<file path="src/logic/flash_host_pkg.sv">
/*
 * Package for the parallel flash host controller: pin widths, bus timing
 * counts, user request and pin address structs and state encoding.
 * Assumes a 200 MHz mclk and an asynchronous flash on the far side.
 */
package flash_host_pkg;
   localparam int CLK_PERIOD_PS = 5000;
   localparam int RECOVERY_NS = 430;
   localparam int RECOVERY_CYC = (RECOVERY_NS * 1000 + CLK_PERIOD_PS - 1) / CLK_PERIOD_PS;
   localparam int ACCESS_NS = 80;
   localparam int ACCESS_CYC = (ACCESS_NS * 1000 + CLK_PERIOD_PS - 1) / CLK_PERIOD_PS;
   localparam int STROBE_NS = 50;
   localparam int STROBE_CYC = (STROBE_NS * 1000 + CLK_PERIOD_PS - 1) / CLK_PERIOD_PS;
   localparam int SETUP_CYC = 2;
   localparam int HOLD_CYC = 2;
   localparam int POWERDOWN_NS = 100;
   localparam int POWERDOWN_CYC = (POWERDOWN_NS * 1000 + CLK_PERIOD_PS - 1) / CLK_PERIOD_PS;
   localparam int CNT_W = 8;
   localparam int WORD_ADDR_W = 13;
   localparam int BLOCK_ADDR_W = 5;
   localparam int LANE_W = 8;

   typedef struct packed {
      logic write;
      logic wide;
      logic [BLOCK_ADDR_W-1:0] block;
      logic [WORD_ADDR_W-1:0] word;
      logic half;
      logic [2*LANE_W-1:0] wdata;
   } req_t;

   typedef struct packed {
      logic [BLOCK_ADDR_W-1:0] block;
      logic [WORD_ADDR_W-1:0] word;
      logic half;
   } addr_t;

   typedef enum logic [6:0] {
      ST_PDOWN = 7'h01,
      ST_RECOVER = 7'h02,
      ST_IDLE = 7'h04,
      ST_SETUP = 7'h08,
      ST_STROBE = 7'h10,
      ST_HOLD = 7'h20,
      ST_DONE = 7'h40
   } state_t;
endpackage

</file>
<file path="src/logic/flash_host.sv">
/*
 * Host-side controller that drives a parallel flash through its pins:
 * one read or write cycle per user request, bus width select, reset and
 * deep power-down sequencing, ready/busy monitoring.
 * Assumes the flash pins are joined by the bench; enables are high to drive.
 */
`timescale 1ns/10ps
module flash_host #(
   parameter int RECOVERY_CYC = flash_host_pkg::RECOVERY_CYC
) (
   input wire logic mclk,
   input wire logic nrst,
   input wire logic power_good,
   input wire logic powerdown_req,
   input wire logic req_valid,
   input wire flash_host_pkg::req_t req,
   output logic req_ready,
   output logic rsp_valid,
   output logic [2*flash_host_pkg::LANE_W-1:0] rsp_data,
   output logic flash_busy,
   output logic flash_active,
   output flash_host_pkg::addr_t addr_o,
   output logic half_word_select_address_oe,
   output logic [flash_host_pkg::LANE_W-1:0] low_data_lane_o,
   output logic [flash_host_pkg::LANE_W-1:0] high_data_lane_o,
   output logic low_data_lane_oe,
   output logic high_data_lane_oe,
   input wire logic [flash_host_pkg::LANE_W-1:0] low_data_lane_i,
   input wire logic [flash_host_pkg::LANE_W-1:0] high_data_lane_i,
   output logic chip_select_n,
   output logic output_gate_n,
   output logic write_strobe_n,
   output logic width_select,
   output logic reset_powerdown_n,
   input wire logic ready_busy_n
);
   localparam logic [flash_host_pkg::CNT_W-1:0] SETUP_M1 = flash_host_pkg::CNT_W'(flash_host_pkg::SETUP_CYC - 1);
   localparam logic [flash_host_pkg::CNT_W-1:0] STROBE_M1 = flash_host_pkg::CNT_W'(flash_host_pkg::STROBE_CYC - 1);
   localparam logic [flash_host_pkg::CNT_W-1:0] ACCESS_M1 = flash_host_pkg::CNT_W'(flash_host_pkg::ACCESS_CYC - 1);
   localparam logic [flash_host_pkg::CNT_W-1:0] HOLD_M1 = flash_host_pkg::CNT_W'(flash_host_pkg::HOLD_CYC - 1);
   localparam logic [flash_host_pkg::CNT_W-1:0] PDOWN_M1 = flash_host_pkg::CNT_W'(flash_host_pkg::POWERDOWN_CYC - 1);
   localparam logic [flash_host_pkg::CNT_W-1:0] RECOV_M1 = flash_host_pkg::CNT_W'(RECOVERY_CYC - 1);

   flash_host_pkg::state_t state_q;
   flash_host_pkg::req_t cur_q;
   logic [flash_host_pkg::CNT_W-1:0] cnt_q;
   logic [flash_host_pkg::LANE_W-1:0] low_s;
   logic [flash_host_pkg::LANE_W-1:0] high_s;
   logic rb_s;
   logic cnt_zero;

   assign cnt_zero = (cnt_q == '0);

   // Busy pin resets to its pulled-up idle level, so no false busy follows reset
   pin_sync #(
      .WIDTH(2 * flash_host_pkg::LANE_W + 1),
      .INIT({1'b1, {(2 * flash_host_pkg::LANE_W){1'b0}}})
   ) u_sync (
      .mclk(mclk),
      .nrst(nrst),
      .pin({ready_busy_n, high_data_lane_i, low_data_lane_i}),
      .level({rb_s, high_s, low_s})
   );

   // Sequencer: power-down, recovery, then one access per request
   always_ff @(posedge mclk)
   begin
      if (!nrst)
      begin
         state_q <= flash_host_pkg::ST_PDOWN;
         cnt_q <= '0;
         cur_q <= '0;
      end
      else
      begin
         if (!cnt_zero)
         begin
            cnt_q <= cnt_q - 1'b1;
         end
         unique case (state_q)
            flash_host_pkg::ST_PDOWN:
            begin
               if (power_good && !powerdown_req && cnt_zero)
               begin
                  state_q <= flash_host_pkg::ST_RECOVER;
                  cnt_q <= RECOV_M1;
               end
            end
            flash_host_pkg::ST_RECOVER:
            begin
               if (!power_good || powerdown_req)
               begin
                  state_q <= flash_host_pkg::ST_PDOWN;
                  cnt_q <= PDOWN_M1;
               end
               else if (cnt_zero)
               begin
                  state_q <= flash_host_pkg::ST_IDLE;
               end
            end
            flash_host_pkg::ST_IDLE:
            begin
               if (!power_good || powerdown_req)
               begin
                  state_q <= flash_host_pkg::ST_PDOWN;
                  cnt_q <= PDOWN_M1;
               end
               else if (req_valid)
               begin
                  cur_q <= req;
                  state_q <= flash_host_pkg::ST_SETUP;
                  cnt_q <= SETUP_M1;
               end
            end
            flash_host_pkg::ST_SETUP:
            begin
               if (cnt_zero)
               begin
                  state_q <= flash_host_pkg::ST_STROBE;
                  cnt_q <= cur_q.write ? STROBE_M1 : ACCESS_M1;
               end
            end
            flash_host_pkg::ST_STROBE:
            begin
               if (cnt_zero)
               begin
                  state_q <= flash_host_pkg::ST_HOLD;
                  cnt_q <= HOLD_M1;
               end
            end
            flash_host_pkg::ST_HOLD:
            begin
               if (cnt_zero)
               begin
                  state_q <= flash_host_pkg::ST_DONE;
               end
            end
            flash_host_pkg::ST_DONE:
            begin
               state_q <= flash_host_pkg::ST_IDLE;
            end
            default:
            begin
               state_q <= flash_host_pkg::ST_PDOWN;
            end
         endcase
      end
   end

   // Pin drive: address and data held from setup through hold
   always_ff @(posedge mclk)
   begin
      if (!nrst)
      begin
         chip_select_n <= 1'b1;
         output_gate_n <= 1'b1;
         write_strobe_n <= 1'b1;
         reset_powerdown_n <= 1'b0;
         width_select <= 1'b0;
         addr_o <= '0;
         half_word_select_address_oe <= 1'b0;
         low_data_lane_o <= '0;
         high_data_lane_o <= '0;
         low_data_lane_oe <= 1'b0;
         high_data_lane_oe <= 1'b0;
      end
      else
      begin
         reset_powerdown_n <= (state_q != flash_host_pkg::ST_PDOWN);
         if (state_q == flash_host_pkg::ST_IDLE && req_valid && power_good && !powerdown_req)
         begin
            chip_select_n <= 1'b0;
            width_select <= req.wide;
            addr_o.block <= req.block;
            addr_o.word <= req.word;
            addr_o.half <= req.half;
            half_word_select_address_oe <= !req.wide;
            low_data_lane_o <= req.wdata[flash_host_pkg::LANE_W-1:0];
            high_data_lane_o <= req.wdata[2*flash_host_pkg::LANE_W-1:flash_host_pkg::LANE_W];
            low_data_lane_oe <= req.write;
            high_data_lane_oe <= req.write && req.wide;
         end
         else if (state_q == flash_host_pkg::ST_SETUP && cnt_zero)
         begin
            write_strobe_n <= !cur_q.write;
            output_gate_n <= cur_q.write;
         end
         else if (state_q == flash_host_pkg::ST_STROBE && cnt_zero)
         begin
            write_strobe_n <= 1'b1;
            output_gate_n <= 1'b1;
         end
         else if (state_q == flash_host_pkg::ST_HOLD && cnt_zero)
         begin
            chip_select_n <= 1'b1;
            low_data_lane_oe <= 1'b0;
            high_data_lane_oe <= 1'b0;
            half_word_select_address_oe <= 1'b0;
         end
      end
   end

   // User side answers and status
   always_ff @(posedge mclk)
   begin
      if (!nrst)
      begin
         req_ready <= 1'b0;
         rsp_valid <= 1'b0;
         rsp_data <= '0;
         flash_busy <= 1'b0;
         flash_active <= 1'b0;
      end
      else
      begin
         req_ready <= (state_q == flash_host_pkg::ST_IDLE) && !req_valid && power_good && !powerdown_req;
         rsp_valid <= (state_q == flash_host_pkg::ST_DONE);
         flash_active <= (state_q != flash_host_pkg::ST_PDOWN) && (state_q != flash_host_pkg::ST_RECOVER);
         flash_busy <= (state_q != flash_host_pkg::ST_PDOWN) && !rb_s;
         if (state_q == flash_host_pkg::ST_STROBE && cnt_zero && !cur_q.write)
         begin
            // Data sampled after ACCESS_CYC strobe cycles, which cover the access time with no extra allowance for the sync delay
            rsp_data[flash_host_pkg::LANE_W-1:0] <= low_s;
            rsp_data[2*flash_host_pkg::LANE_W-1:flash_host_pkg::LANE_W] <= cur_q.wide ? high_s : '0;
         end
      end
   end
endmodule

</file>
<file path="src/logic/pin_sync.sv">
/*
 * Three-stage synchroniser for an asynchronous pin; a new level is accepted
 * only when the second and third stages agree.
 * Assumes one clock domain and a synchronous active-low reset.
 */
`timescale 1ns/10ps
module pin_sync #(
   parameter int WIDTH = 1,
   parameter logic [WIDTH-1:0] INIT = '0
) (
   input wire logic mclk,
   input wire logic nrst,
   input wire logic [WIDTH-1:0] pin,
   output logic [WIDTH-1:0] level
);
   logic [WIDTH-1:0] s1_q;
   logic [WIDTH-1:0] s2_q;
   logic [WIDTH-1:0] s3_q;

   always_ff @(posedge mclk)
   begin
      if (!nrst)
      begin
         s1_q <= INIT;
         s2_q <= INIT;
         s3_q <= INIT;
         level <= INIT;
      end
      else
      begin
         s1_q <= pin;
         s2_q <= s1_q;
         s3_q <= s2_q;
         for (int i = 0; i < WIDTH; i++)
         begin
            if (s2_q[i] == s3_q[i])
            begin
               level[i] <= s3_q[i];
            end
         end
      end
   end
endmodule

</file>
<file path="config.mk">
export PLATFORM = sky130hd
export DESIGN_NAME = flash_host
export DESIGN_NICKNAME = d
export VERILOG_FILES = /design/src/logic/flash_host_pkg.sv /design/src/logic/flash_host.sv /design/src/logic/pin_sync.sv
export SDC_FILE = /design/constraint.sdc
export NUM_CORES = 1
export LEC_CHECK = 0
export ABC_AREA = 1
export BUFFER_PORTS_ARGS = -buffer_cell sky130_fd_sc_hd__buf_4
export CAP_MARGIN = 15
export CORE_MARGIN = 2
export CORE_UTILIZATION = 55
export DETAILED_ROUTE_END_ITERATION = 8
export GPL_TIMING_DRIVEN = 0
export PLACE_DENSITY = 0.79
export SYNTH_ARGS = -nofsm -noshare
export SYNTH_HDL_FRONTEND = slang
export SYNTH_SLANG_ARGS = --single-unit
</file>
<file path="constraint.sdc">
create_clock -name mclk -period 3.5 [get_ports mclk]
set_clock_uncertainty 0.1 [all_clocks]
set_input_delay 0.875 -clock mclk [delete_from_list [all_inputs] [get_ports mclk]]
set_output_delay 0.875 -clock mclk [all_outputs]
set_load 0.01 [all_outputs]
</file>
==> impl_metrics.yaml, run 1 <==
yosys:
  synth_fp_nets: 732
  yosys.area_share.simple: 0.244
  synth_top_family_by_area: "simple AND/OR/NAND/NOR gates"
  syn-mean-instance-area_um2: 7.97
  synth_compound_area_frac: 0.104
  synth.distinct_cells: 36
  synth-main-ff-cell: "dfxtp_1"
  syn_area_mm2: 0.00534
  synth_seq_area_share: 0.555
  synth_top_area_frac: 0.555
  ys_warn_count: 0
  ys_seq_elements: 148
  syn_inst: 670
  synth_edf_count: 0
  synth_xor_area_frac: 0.00656
  async_flop_share: 0
  yosys.area.top_type: "dfxtp_1"
  synth_mux_area_frac: 0
  yosys.area_share.adder: 0.00703
  synth_area_leaders: "dfxtp_1, nor2_1, nand2_1, o21ai_0, inv_1"
timing:
  fin_crit_ps: 2020
  worst_slack_ps: 1480
  rsz0062_at_grt: "no"
  max_slew_margin: 0.587
  fmax_ghz: 0.495
  drv_slew: 0
  final_hold_viol_count: 0
  setup_viol: 0
  period_share: 0.577
  fin_tns_setup_ps: 0
  holdWs_ps: 312
  tightest_slew_ps: 620
worst_setup_path:
  slowest_delay_ps: 380
  worst_setup_path_end_kind: "output pin"
  start_kind: "flip-flop"
  critPathTopFamily: "flip-flops"
  worst-path-buf-inv: 1
  cp.arrival_ps: 1040
  crit_type: "reg2out"
  cpMaxStageDelayCell: "dfxtp_1"
  crit_chain: "buf_4"
  required_ps: 2520
  critPathMaxFanout: 2
cells_and_area:
  drive_gt1_frac: 0.230
  nets: 872
  num_antenna_cells: 0
  syn_to_final_growth_pct: 31.4
  instances_no_fill: 952
global_route:
  grt_overflow: 0
  gr-usage-all-layers: 0.256
  grt_max_degree: 17
  grt_pass1_vias: 4525
  antenna_found_initial: 0
  grt_pass1_wl_mm: 20.7
placement:
  dp_slack_ps: 1140
  dp_hpwl_mm: 9.14
  place_inst: 920
  io_buffers: 121
  gp_congestion: 0.846
power_and_ir_drop:
  p_total_mw: 4.41
  p_comb_frac: 0.170
  p_seq_frac: 0.415
  powerDensity_mw_per_mm2: 629
  internal-power_mw: 3.14
  clock_power_share: 0.415
  ir_worst_vdd_v: 0.000369
  power_switching_mw: 1.27
  p_leak_nw: 3.49
  power.share.switching: 0.288
die:
  rows: 35
  die_w_um: 103
  start_util: 0.573
  die_area_mm2: 0.0105
  ios: 122
  die_y_um: 103
  coreArea_mm2: 0.00933
routing:
  postRouteAntennaNets: 0
  drt-initial-drc-count: 168
  wl_mm: 12.8
  avgViaCountPerCell: 5.00
  drcViolationCount: 0
  vias: 4764
  wl_per_cell_um: 13.4
  drt_first_pass_iters: 7
clock_network:
  htree_levels: 4
  cts-root-buf: "clkbuf_8"
  cts_tree: "done"
  clkTransAtPathRegs_ps: 70
  ctsLongestPathBuffers: 2
  ctsResizeCount: 0
  clock_sinks: 148
  cts_setup_buffers: 0
  clk_latency_ps: 520
  cts_hold_buf: 0
  numCtsBuffers: 17
job:
  drv_cap: 0
outcome:
  outcome: "finished clean"
hold_path:
  hp-class: "reg2reg"
-- cells in the mapped netlist (2+ instances only) --
| cell type | number |
|---|---|
| dfxtp_1 | 148 |
| nor2_1 | 132 |
| nand2_1 | 104 |
| inv_1 | 79 |
| o21ai_0 | 61 |
| a21oi_1 | 38 |
| nand3_1 | 30 |
| clkbuf_1 | 16 |
| nand4_1 | 9 |
| nor2_2 | 6 |
| nand2_2 | 4 |
| a21oi_2 | 3 |
| buf_2 | 3 |
| ha_1 | 3 |
| inv_2 | 3 |
| nor2_4 | 3 |
| buf_4 | 2 |
| nand2_4 | 2 |
| nand3_2 | 2 |
| nor3_1 | 2 |
| o21ai_1 | 2 |
| or2_2 | 2 |
| xnor2_1 | 2 |
| xor2_1 | 2 |
-- path summary, 6_finish.rpt --
path / from / endpoint / slack (ps) / cells after the start
max reg2reg: cnt_q[0]$_SDFF_PN0_ / cnt_q[0]$_SDFF_PN0_ / 1640 / 10
min: u_sync.s1_q[0]$_SDFF_PN0_ / u_sync.s2_q[0]$_SDFF_PN0_ / 310 / 2
max: rsp_data[14]$_SDFFE_PN0P_ / rsp_data[14] / 1480 / 1
min reg2reg: u_sync.s1_q[0]$_SDFF_PN0_ / u_sync.s2_q[0]$_SDFF_PN0_ / 310 / 2
-- layout by cell type (no fill, tap or decap), types with 4 or more instances in the layout --
master | Yosys | routed
a21oi_1 | 38 | 38
buf_4 | 2 | 123
clkbuf_1 | 16 | 16
clkbuf_16 | 0 | 16
dfxtp_1 | 148 | 148
inv_1 | 79 | 79
inv_6 | 1 | 6
nand2_1 | 104 | 104
nand2_2 | 4 | 4
nand3_1 | 30 | 30
nand4_1 | 9 | 9
nor2_1 | 132 | 132
nor2_2 | 6 | 6
o21ai_0 | 61 | 61
-- layout make-up --
class | count | area [um^2]
plain buffers | 24 | 125
clock buffers | 19 | 442
clock inverters | 13 | 164
fillers | 710 | 2310
inverters | 84 | 323
multi-input cells | 414 | 1930
flip-flops and latches | 148 | 2960
well taps | 129 | 161
repair buffers | 121 | 908
-- logic make-up (layout without fill, tap and decap cells) --
group | count (synthesis) | in the layout
flops | 148 | 148
compound gates | 107 | 107
fa+ha+maj | 3 | 3
buf+inv | 108 | 261
xor+xnor | 4 | 4
simple gates | 300 | 300
-- power groups by stage --
stage / Sequential, mW / Combinational (mW) / Clock (mW)
floorplan: 1.86 / 0.536 / 0
global placement: 1.87 / 0.709 / 0
detailed placement: 1.87 / 0.735 / 0
CTS: 1.83 / 0.741 / 1.85
global route: 1.84 / 0.831 / 1.93
finish: 1.83 / 0.749 / 1.83
-- worst register-to-register path, delay by kind of cell, from the launching register on --
| kind | cells | cell delay [ps] |
|---|---|---|
| adders and majority gates | 2 | 490 |
| DFF | 1 | 320 |
| and+or+nand+nor | 5 | 540 |
| buffers and inverters | 3 | 300 |
-- metrics by stage --
stage / utilization / instance area, um^2
floorplan: - / 5340
global placement: 0.687 / 6410
detailed placement: 0.687 / 6410
CTS: 0.752 / 7020
global route: 0.752 / 7020
finish: 0.752 / 7020
-- metal layers --
layer / part of all wire / GRT usage
met1: 0.41 / 0.294
met2: 0.52 / 0.451
met3: 0.041 / 0.0529
met4: 0.031 / 0.130
met5: 0 / 0
-- sequential cells by signal (all words and copies together), names as in the netlist, 2 cells and up --
name and flops:
addr_o 19, cnt_q 8, cur_q 2, high_data_lane_o 8
low_data_lane_o 8, rsp_data 16, state_q 7, u_sync.level 17
u_sync.s1_q 17, u_sync.s2_q 17, u_sync.s3_q 17
No activity file was read; power rests on OpenSTA's default activity.
==> inputs of run 2 (changes only) <==
ABC_AREA = 0   (was 1)
CORE_UTILIZATION = 48   (was 55)
PLACE_DENSITY = 0.73   (was 0.79)
clock period = 1.7 ns   (was 3.5 ns; I/O delays follow)
==> run 2 against run 1 <==
- the run now ends with setup timing left
- utilization fell by 1.4 points
- synthesized cell count fell by 11%
- die area rose by 12%
- wire length rose by 16%
- combinational power rose by 140%
- first-iteration DRC count rose by 100%
- global-route usage fell by 3.0 points
- sequential power rose by 100%
- cell area rose by 13%
- via count rose by 3.6%
- hold slack got worse by 300 ps
- critical path type is now reg2reg
==> impl_metrics.yaml, run 2 <==
routing:
  postRouteAntennaNets: 0
  drt_first_pass_iters: 5
  wl_per_cell_um: 15.9
  vias: 4935
  drt-initial-drc-count: 339
  drcViolationCount: 0
  wl_mm: 14.8
  avgViaCountPerCell: 5.32
yosys:
  synth_common_cells: "dfxtp_1, nand2_1, a21oi_1"
  ys_warn_count: 0
  synth_area_leaders: "dfxtp_1, nand2_1, a21oi_1, and2_1, o21ai_0"
  async_flop_share: 0
  synth_edf_count: 0
  syn-mean-instance-area_um2: 8.84
  yosys.area.top_type: "dfxtp_1"
  syn_area_mm2: 0.00524
  synth-main-ff-cell: "dfxtp_1"
  synth_fp_nets: 655
  synth_top_area_frac: 0.565
  synth.distinct_cells: 48
  synth_seq_area_share: 0.565
  post-synth-top-count-cell: "dfxtp_1"
  syn_inst: 593
  ys_seq_elements: 148
global_route:
  antenna_found_initial: 0
  gr-usage-all-layers: 0.226
  grt_overflow: 0
  grt_pass1_vias: 4380
  met1_usage: 0.266
  grt_max_degree: 17
  grt_busiest_layer: "met2"
  use_met2: 0.380
  grt_pass1_wl_mm: 20.6
  grtUsageMet3: 0.0561
timing:
  worst_slack_ps: -530
  rsz0062_at_grt: "yes"
  final_hold_viol_count: 0
  tightest_slew_ps: 721
  fin_crit_ps: 2230
  fmax_ghz: 0.448
  drv_slew: 0
  setup_viol: 74
  period_share: 1.31
  max_slew_margin: 0.519
placement:
  dp_slack_ps: -826
  place_area_mm2: 0.00643
  io_buffers: 120
  dp_hpwl_mm: 8.87
  gp_congestion: 0.864
hold_path:
  hp-class: "in2reg"
worst_setup_path:
  r2r_slack_ps: -530
  start_kind: "flip-flop"
  worst_setup_path_end_kind: "flip-flop"
  r2r-start: "state_q[5]$_SDFFE_PN0P_"
  required_ps: 1990
  crit_start: "state_q[5]$_SDFFE_PN0P_"
  crit_type: "reg2reg"
  reg2reg_depth: 5
  reg2reg_to: "cnt_q[6]$_SDFF_PN0_"
  critPathMaxFanout: 5
  cp.arrival_ps: 2520
  crit_end: "cnt_q[6]$_SDFF_PN0_"
cells_and_area:
  nets: 840
  utilization: 0.739
  final_area_mm2: 0.00794
  top_register: "addr_o"
  syn_to_final_growth_pct: 51.4
  drive_gt1_frac: 0.407
  final_cell_mix: "buf_4, dfxtp_1, nand2_1"
  final_common_cell: "buf_4"
  num_antenna_cells: 0
  largest_reg_flops: 19
job:
  drv_cap: 0
die:
  die_y_um: 109
  start_util: 0.488
  ios: 122
  die_w_um: 109
  die_area_mm2: 0.0118
  rows: 38
  coreArea_mm2: 0.0107
power_and_ir_drop:
  ir_worst_vdd_v: 0.000960
  p_leak_nw: 3.13
  powerDensity_mw_per_mm2: 1080
clock_network:
  clk_latency_ps: 530
  clkTransAtPathRegs_ps: 60
  ctsLongestPathBuffers: 2
  cts_tree: "done"
  numCtsBuffers: 17
  cts-root-buf: "clkbuf_8"
  htree_levels: 4
  clock_sinks: 148
outcome:
  violations: "setup timing"
  outcome: "finished, violations left"
-- run 2: changes by cell type in the layout (fill, tap and decap cells not counted), moves of 12 or more --
cell,before,now
inv_1,79,2
dlygate4sd3_1,0,12
nor2_1,132,13
nand2_2,4,19
buf_4,123,143
nand3_1,30,11
buf_6,1,15
o21ai_0,61,22
and2_1,1,49
a21oi_2,3,28
a21oi_1,38,58
-- run 2: critical path, cell delays in order, from the launching register on --
cell	delay, ps
dfxtp_4	360
or4_4	530
or4b_4	570
and2_2	240
o21ai_4	210
a311oi_2	80
-- run 2: what timing repair did --
action / 4_1_cts / 5_1_grt
hold buffers: 12 / 0
gates resized for setup: 49 / 140
pin swaps: 17 / 42
setup endpoints to repair: 76 / 78
gates cloned: 1 / 4
endpoints found under the hold margin: 12 / 0
buffers inserted: 9 / 23
-- run 2: layer usage --
metal | part of all wire | vias up
met1 | 0.40 | 2367
met4 | 0.030 | 0
met2 | 0.52 | 181
li1 | - | 2339
met3 | 0.053 | 48
met5 | 0 | -
-- run 2: through the flow --
stage / instances / hold slack (ps) / setup TNS (ps) / power, mW
2_1_floorplan: 593 / 286 / -15230 / 4.66
3_3_place_gp: 853 / 289 / -38020 / 4.94
3_5_place_dp: 853 / 297 / -41210 / 4.98
4_1_cts: 902 / 0.442 / -27080 / 8.23
5_1_grt: 927 / 9.10 / -22140 / 8.91
6_report: 927 / 15.2 / -16020 / 8.60
-- run 2: cells by family after synthesis --
family                     Yosys count  synth area share
adders and majority gates            3           0.00716
DFF                                148             0.565
muxes                                1           0.00215
and+or+nand+nor                    262             0.240
xor gates and xnor gates            10            0.0167
AOI/OAI and AO/OA                  125             0.134
buffers and inverters               44            0.0351
-- run 2: power by group --
part	internal, mW	switching [mW]	total [mW]
Clock	1.78	1.31	3.09
Combinational	0.916	0.869	1.78
Sequential	3.61	0.116	3.73
Total	6.31	2.30	8.60
-- run 2: area by class of cell --
type / instances / area (um^2)
tap: 140 / 175
clock buffer: 21 / 439
clock inverter: 7 / 37.5
fill: 763 / 2810
sequential: 148 / 2980
inverter: 6 / 30.0
multi-input combinational: 401 / 2620
timing repair buffer: 169 / 1390
buffer: 35 / 269
-- run 2: worst min-delay path by stage --
stage / start / endpoint / slack [ps] / cells after the start
floorplan: u_sync.s1_q[16]$_SDFF_PN1_ / u_sync.s2_q[16]$_SDFF_PN1_ / 290 / 1
global placement: u_sync.s1_q[16]$_SDFF_PN1_ / u_sync.s2_q[16]$_SDFF_PN1_ / 290 / 1
detailed placement: u_sync.s1_q[16]$_SDFF_PN1_ / u_sync.s2_q[16]$_SDFF_PN1_ / 300 / 1
CTS: high_data_lane_i[1] / u_sync.s1_q[9]$_SDFF_PN0_ / 0.4 / 2
global route: high_data_lane_i[1] / u_sync.s1_q[9]$_SDFF_PN0_ / 9 / 2
finish: high_data_lane_i[1] / u_sync.s1_q[9]$_SDFF_PN0_ / 20 / 2
==> inputs of run 3 (changes only) <==
REMOVE_ABC_BUFFERS = 1   (was default)
==> run 3 against run 2 <==
- the flow still finishes with violations (setup timing)
- power up 9.5%
- sequential power about the same
- critical path depth up 2
- global-route usage up 3.3 points
- sequential share of layout area down 1.2 points
- register-to-register slack worse by 90 ps
- combinational power up 4%
- cell area up 3.2%
- clock power up 23%
- critical path type unchanged
- largest power group is now clock
==> impl_metrics.yaml, run 3 (synthesized netlist as in run 2, its figures left out) <==
die:
  start_util: 0.488
  die_area_mm2: 0.0118
  ios: 122
  rows: 38
  die_y_um: 109
  coreArea_mm2: 0.0107
  die_w_um: 109
timing:
  tightest_slew_ps: 851
  worst_slack_ps: -623
  fin_crit_ps: 2320
  holdWs_ps: 9.41
  rsz0062_at_grt: "yes"
  final_hold_viol_count: 0
  max_slew_margin: 0.429
  fin_tns_setup_ps: -25370
  setup_viol: 76
  period_share: 1.37
  drv_slew: 0
  fmax_ghz: 0.431
routing:
  vias: 5145
  wl_per_cell_um: 18.5
  met3WireLength_mm: 1.11
  wl_mm: 16.9
  drt_first_pass_iters: 5
  avgViaCountPerCell: 5.64
  drt-initial-drc-count: 456
  met1_length_mm: 6.30
  met2_length_mm: 8.58
  postRouteAntennaNets: 0
  dr.max_layer_used: "met4"
  drcViolationCount: 0
placement:
  place_inst: 819
  dp_hpwl_mm: 7.71
  gp_congestion: 0.875
  place_area_mm2: 0.00622
  io_buffers: 121
  dp_slack_ps: -1600
worst_setup_path:
  r2r-start: "state_q[4]$_SDFFE_PN0P_"
  crit_chain: "buf_6, buf_4, nor2b_1, o21ai_0, a211oi_1, or3_4, a21oi_2"
  worst_setup_path_end_kind: "flip-flop"
  required_ps: 2010
  cpMaxStageDelayCell: "a211oi_1"
  start_kind: "flip-flop"
  r2r_slack_ps: -620
  critPathMaxFanout: 5
  crit_type: "reg2reg"
  cp.arrival_ps: 2630
  slowest_delay_ps: 760
  reg2reg_depth: 7
  reg2reg_to: "state_q[1]$_SDFFE_PN0P_"
cells_and_area:
  final_common_cell: "buf_4"
  final_area_mm2: 0.00819
  instances_no_fill: 912
  final_cell_mix: "buf_4, dfxtp_1, nand2_1"
  syn_to_final_growth_pct: 56.2
  fillCellCount: 620
  nets: 821
  num_antenna_cells: 0
  drive_gt1_frac: 0.447
  top_register: "addr_o"
  largest_reg_flops: 19
hold_path:
  hold_start: "high_data_lane_i[3]"
  min_to: "u_sync.s1_q[11]$_SDFF_PN0_"
  hp-class: "in2reg"
  min_delay_path_depth: 2
power_and_ir_drop:
  ir_worst_vdd_v: 0.000651
  p_leak_nw: 3.24
  powerDensity_mw_per_mm2: 1150
clock_network:
  cts_tree: "done"
  htree_levels: 4
  ctsLongestPathBuffers: 2
  cts-root-buf: "clkbuf_8"
  clkTransAtPathRegs_ps: 60
  clk_latency_ps: 530
  clock_sinks: 148
  numCtsBuffers: 17
job:
  drv_cap: 0
outcome:
  violations: "setup timing"
  outcome: "finished, violations left"
global_route:
  grt_pass1_wl_mm: 23.6
  grt_overflow: 0
  grt_max_degree: 65
  gr-usage-all-layers: 0.260
  grt_pass1_vias: 4838
  antenna_found_initial: 0
==> run 3: changes by cell type in the layout (fill, tap and decap cells not counted), moves of 4 or more <==
| cell | delta |
|---|---|
| nand2_1 | -18 |
| nand3_2 | +4 |
| nor2_1 | +5 |
| nand2_2 | +5 |
| nand3_4 | +4 |
| nand2_4 | +13 |
| a21oi_1 | -4 |
| nand3_1 | -6 |
| buf_2 | -6 |
| clkbuf_1 | -18 |
==> run 3: stage by stage <==
| stage | total power, mW | util |
|---|---|---|
| 6_report | 9.42 | 0.762 |
| 2_1_floorplan | 4.46 | - |
| 3_3_place_gp | 4.73 | 0.574 |
| 3_5_place_dp | 4.78 | 0.579 |
| 4_1_cts | 9.04 | 0.740 |
| 5_1_grt | 9.72 | 0.762 |
==> run 3: worst max path at each step <==
stage,cells after the start,to,start,slack (ps)
2_1_floorplan,5,cur_q[35]$_SDFFE_PN0P_,state_q[4]$_SDFFE_PN0P_,-1070
3_3_place_gp,5,cur_q[36]$_SDFFE_PN0P_,state_q[4]$_SDFFE_PN0P_,-1920
6_report,7,state_q[1]$_SDFFE_PN0P_,state_q[4]$_SDFFE_PN0P_,-620
5_1_grt,7,state_q[5]$_SDFFE_PN0P_,state_q[4]$_SDFFE_PN0P_,-720
3_5_place_dp,6,rsp_data[12]$_SDFFE_PN0P_,cnt_q[4]$_SDFF_PN0_,-1600
4_1_cts,5,state_q[1]$_SDFFE_PN0P_,state_q[4]$_SDFFE_PN0P_,-470
==> run 3: area by class of cell <==
type,instances,area [um^2],share of cell area
clock buffers,21,459,0.0561
clock inverters,11,148,0.0180
inverters,6,26.3,0.00321
multi-input cells,405,2820,0.344
flip-flops and latches,148,2980,0.364
well taps,140,175,0.0214
repair buffers,181,1590,0.194
==> run 3: layer usage <==
metal,vias to the layer above,global-route usage
li1,2322,-
met1,2463,0.296
met2,270,0.433
met3,90,0.0663
met4,0,0.165
met5,-,0
==> run 3: worst max-delay path, delay by kind of cell (launching register included) <==
family	cells	cell delay, ps
and+or+nand+nor	2	490
buffers and inverters	2	290
DFF	1	360
AOI/OAI and AO/OA	3	960
==> run 3: power by group <==
part	switching [mW]	internal, mW
Sequential	0.142	3.60
Clock	1.45	2.36
Combinational	0.916	0.943
==> run 3: what timing repair did <==
action,4_1_cts,5_1_grt
hold buffers,9,1
setup buffers,34,10
endpoints found under the hold margin,9,1
gates cloned,9,1
pin swaps,79,30
setup endpoints to repair,76,79
gates resized for setup,162,47
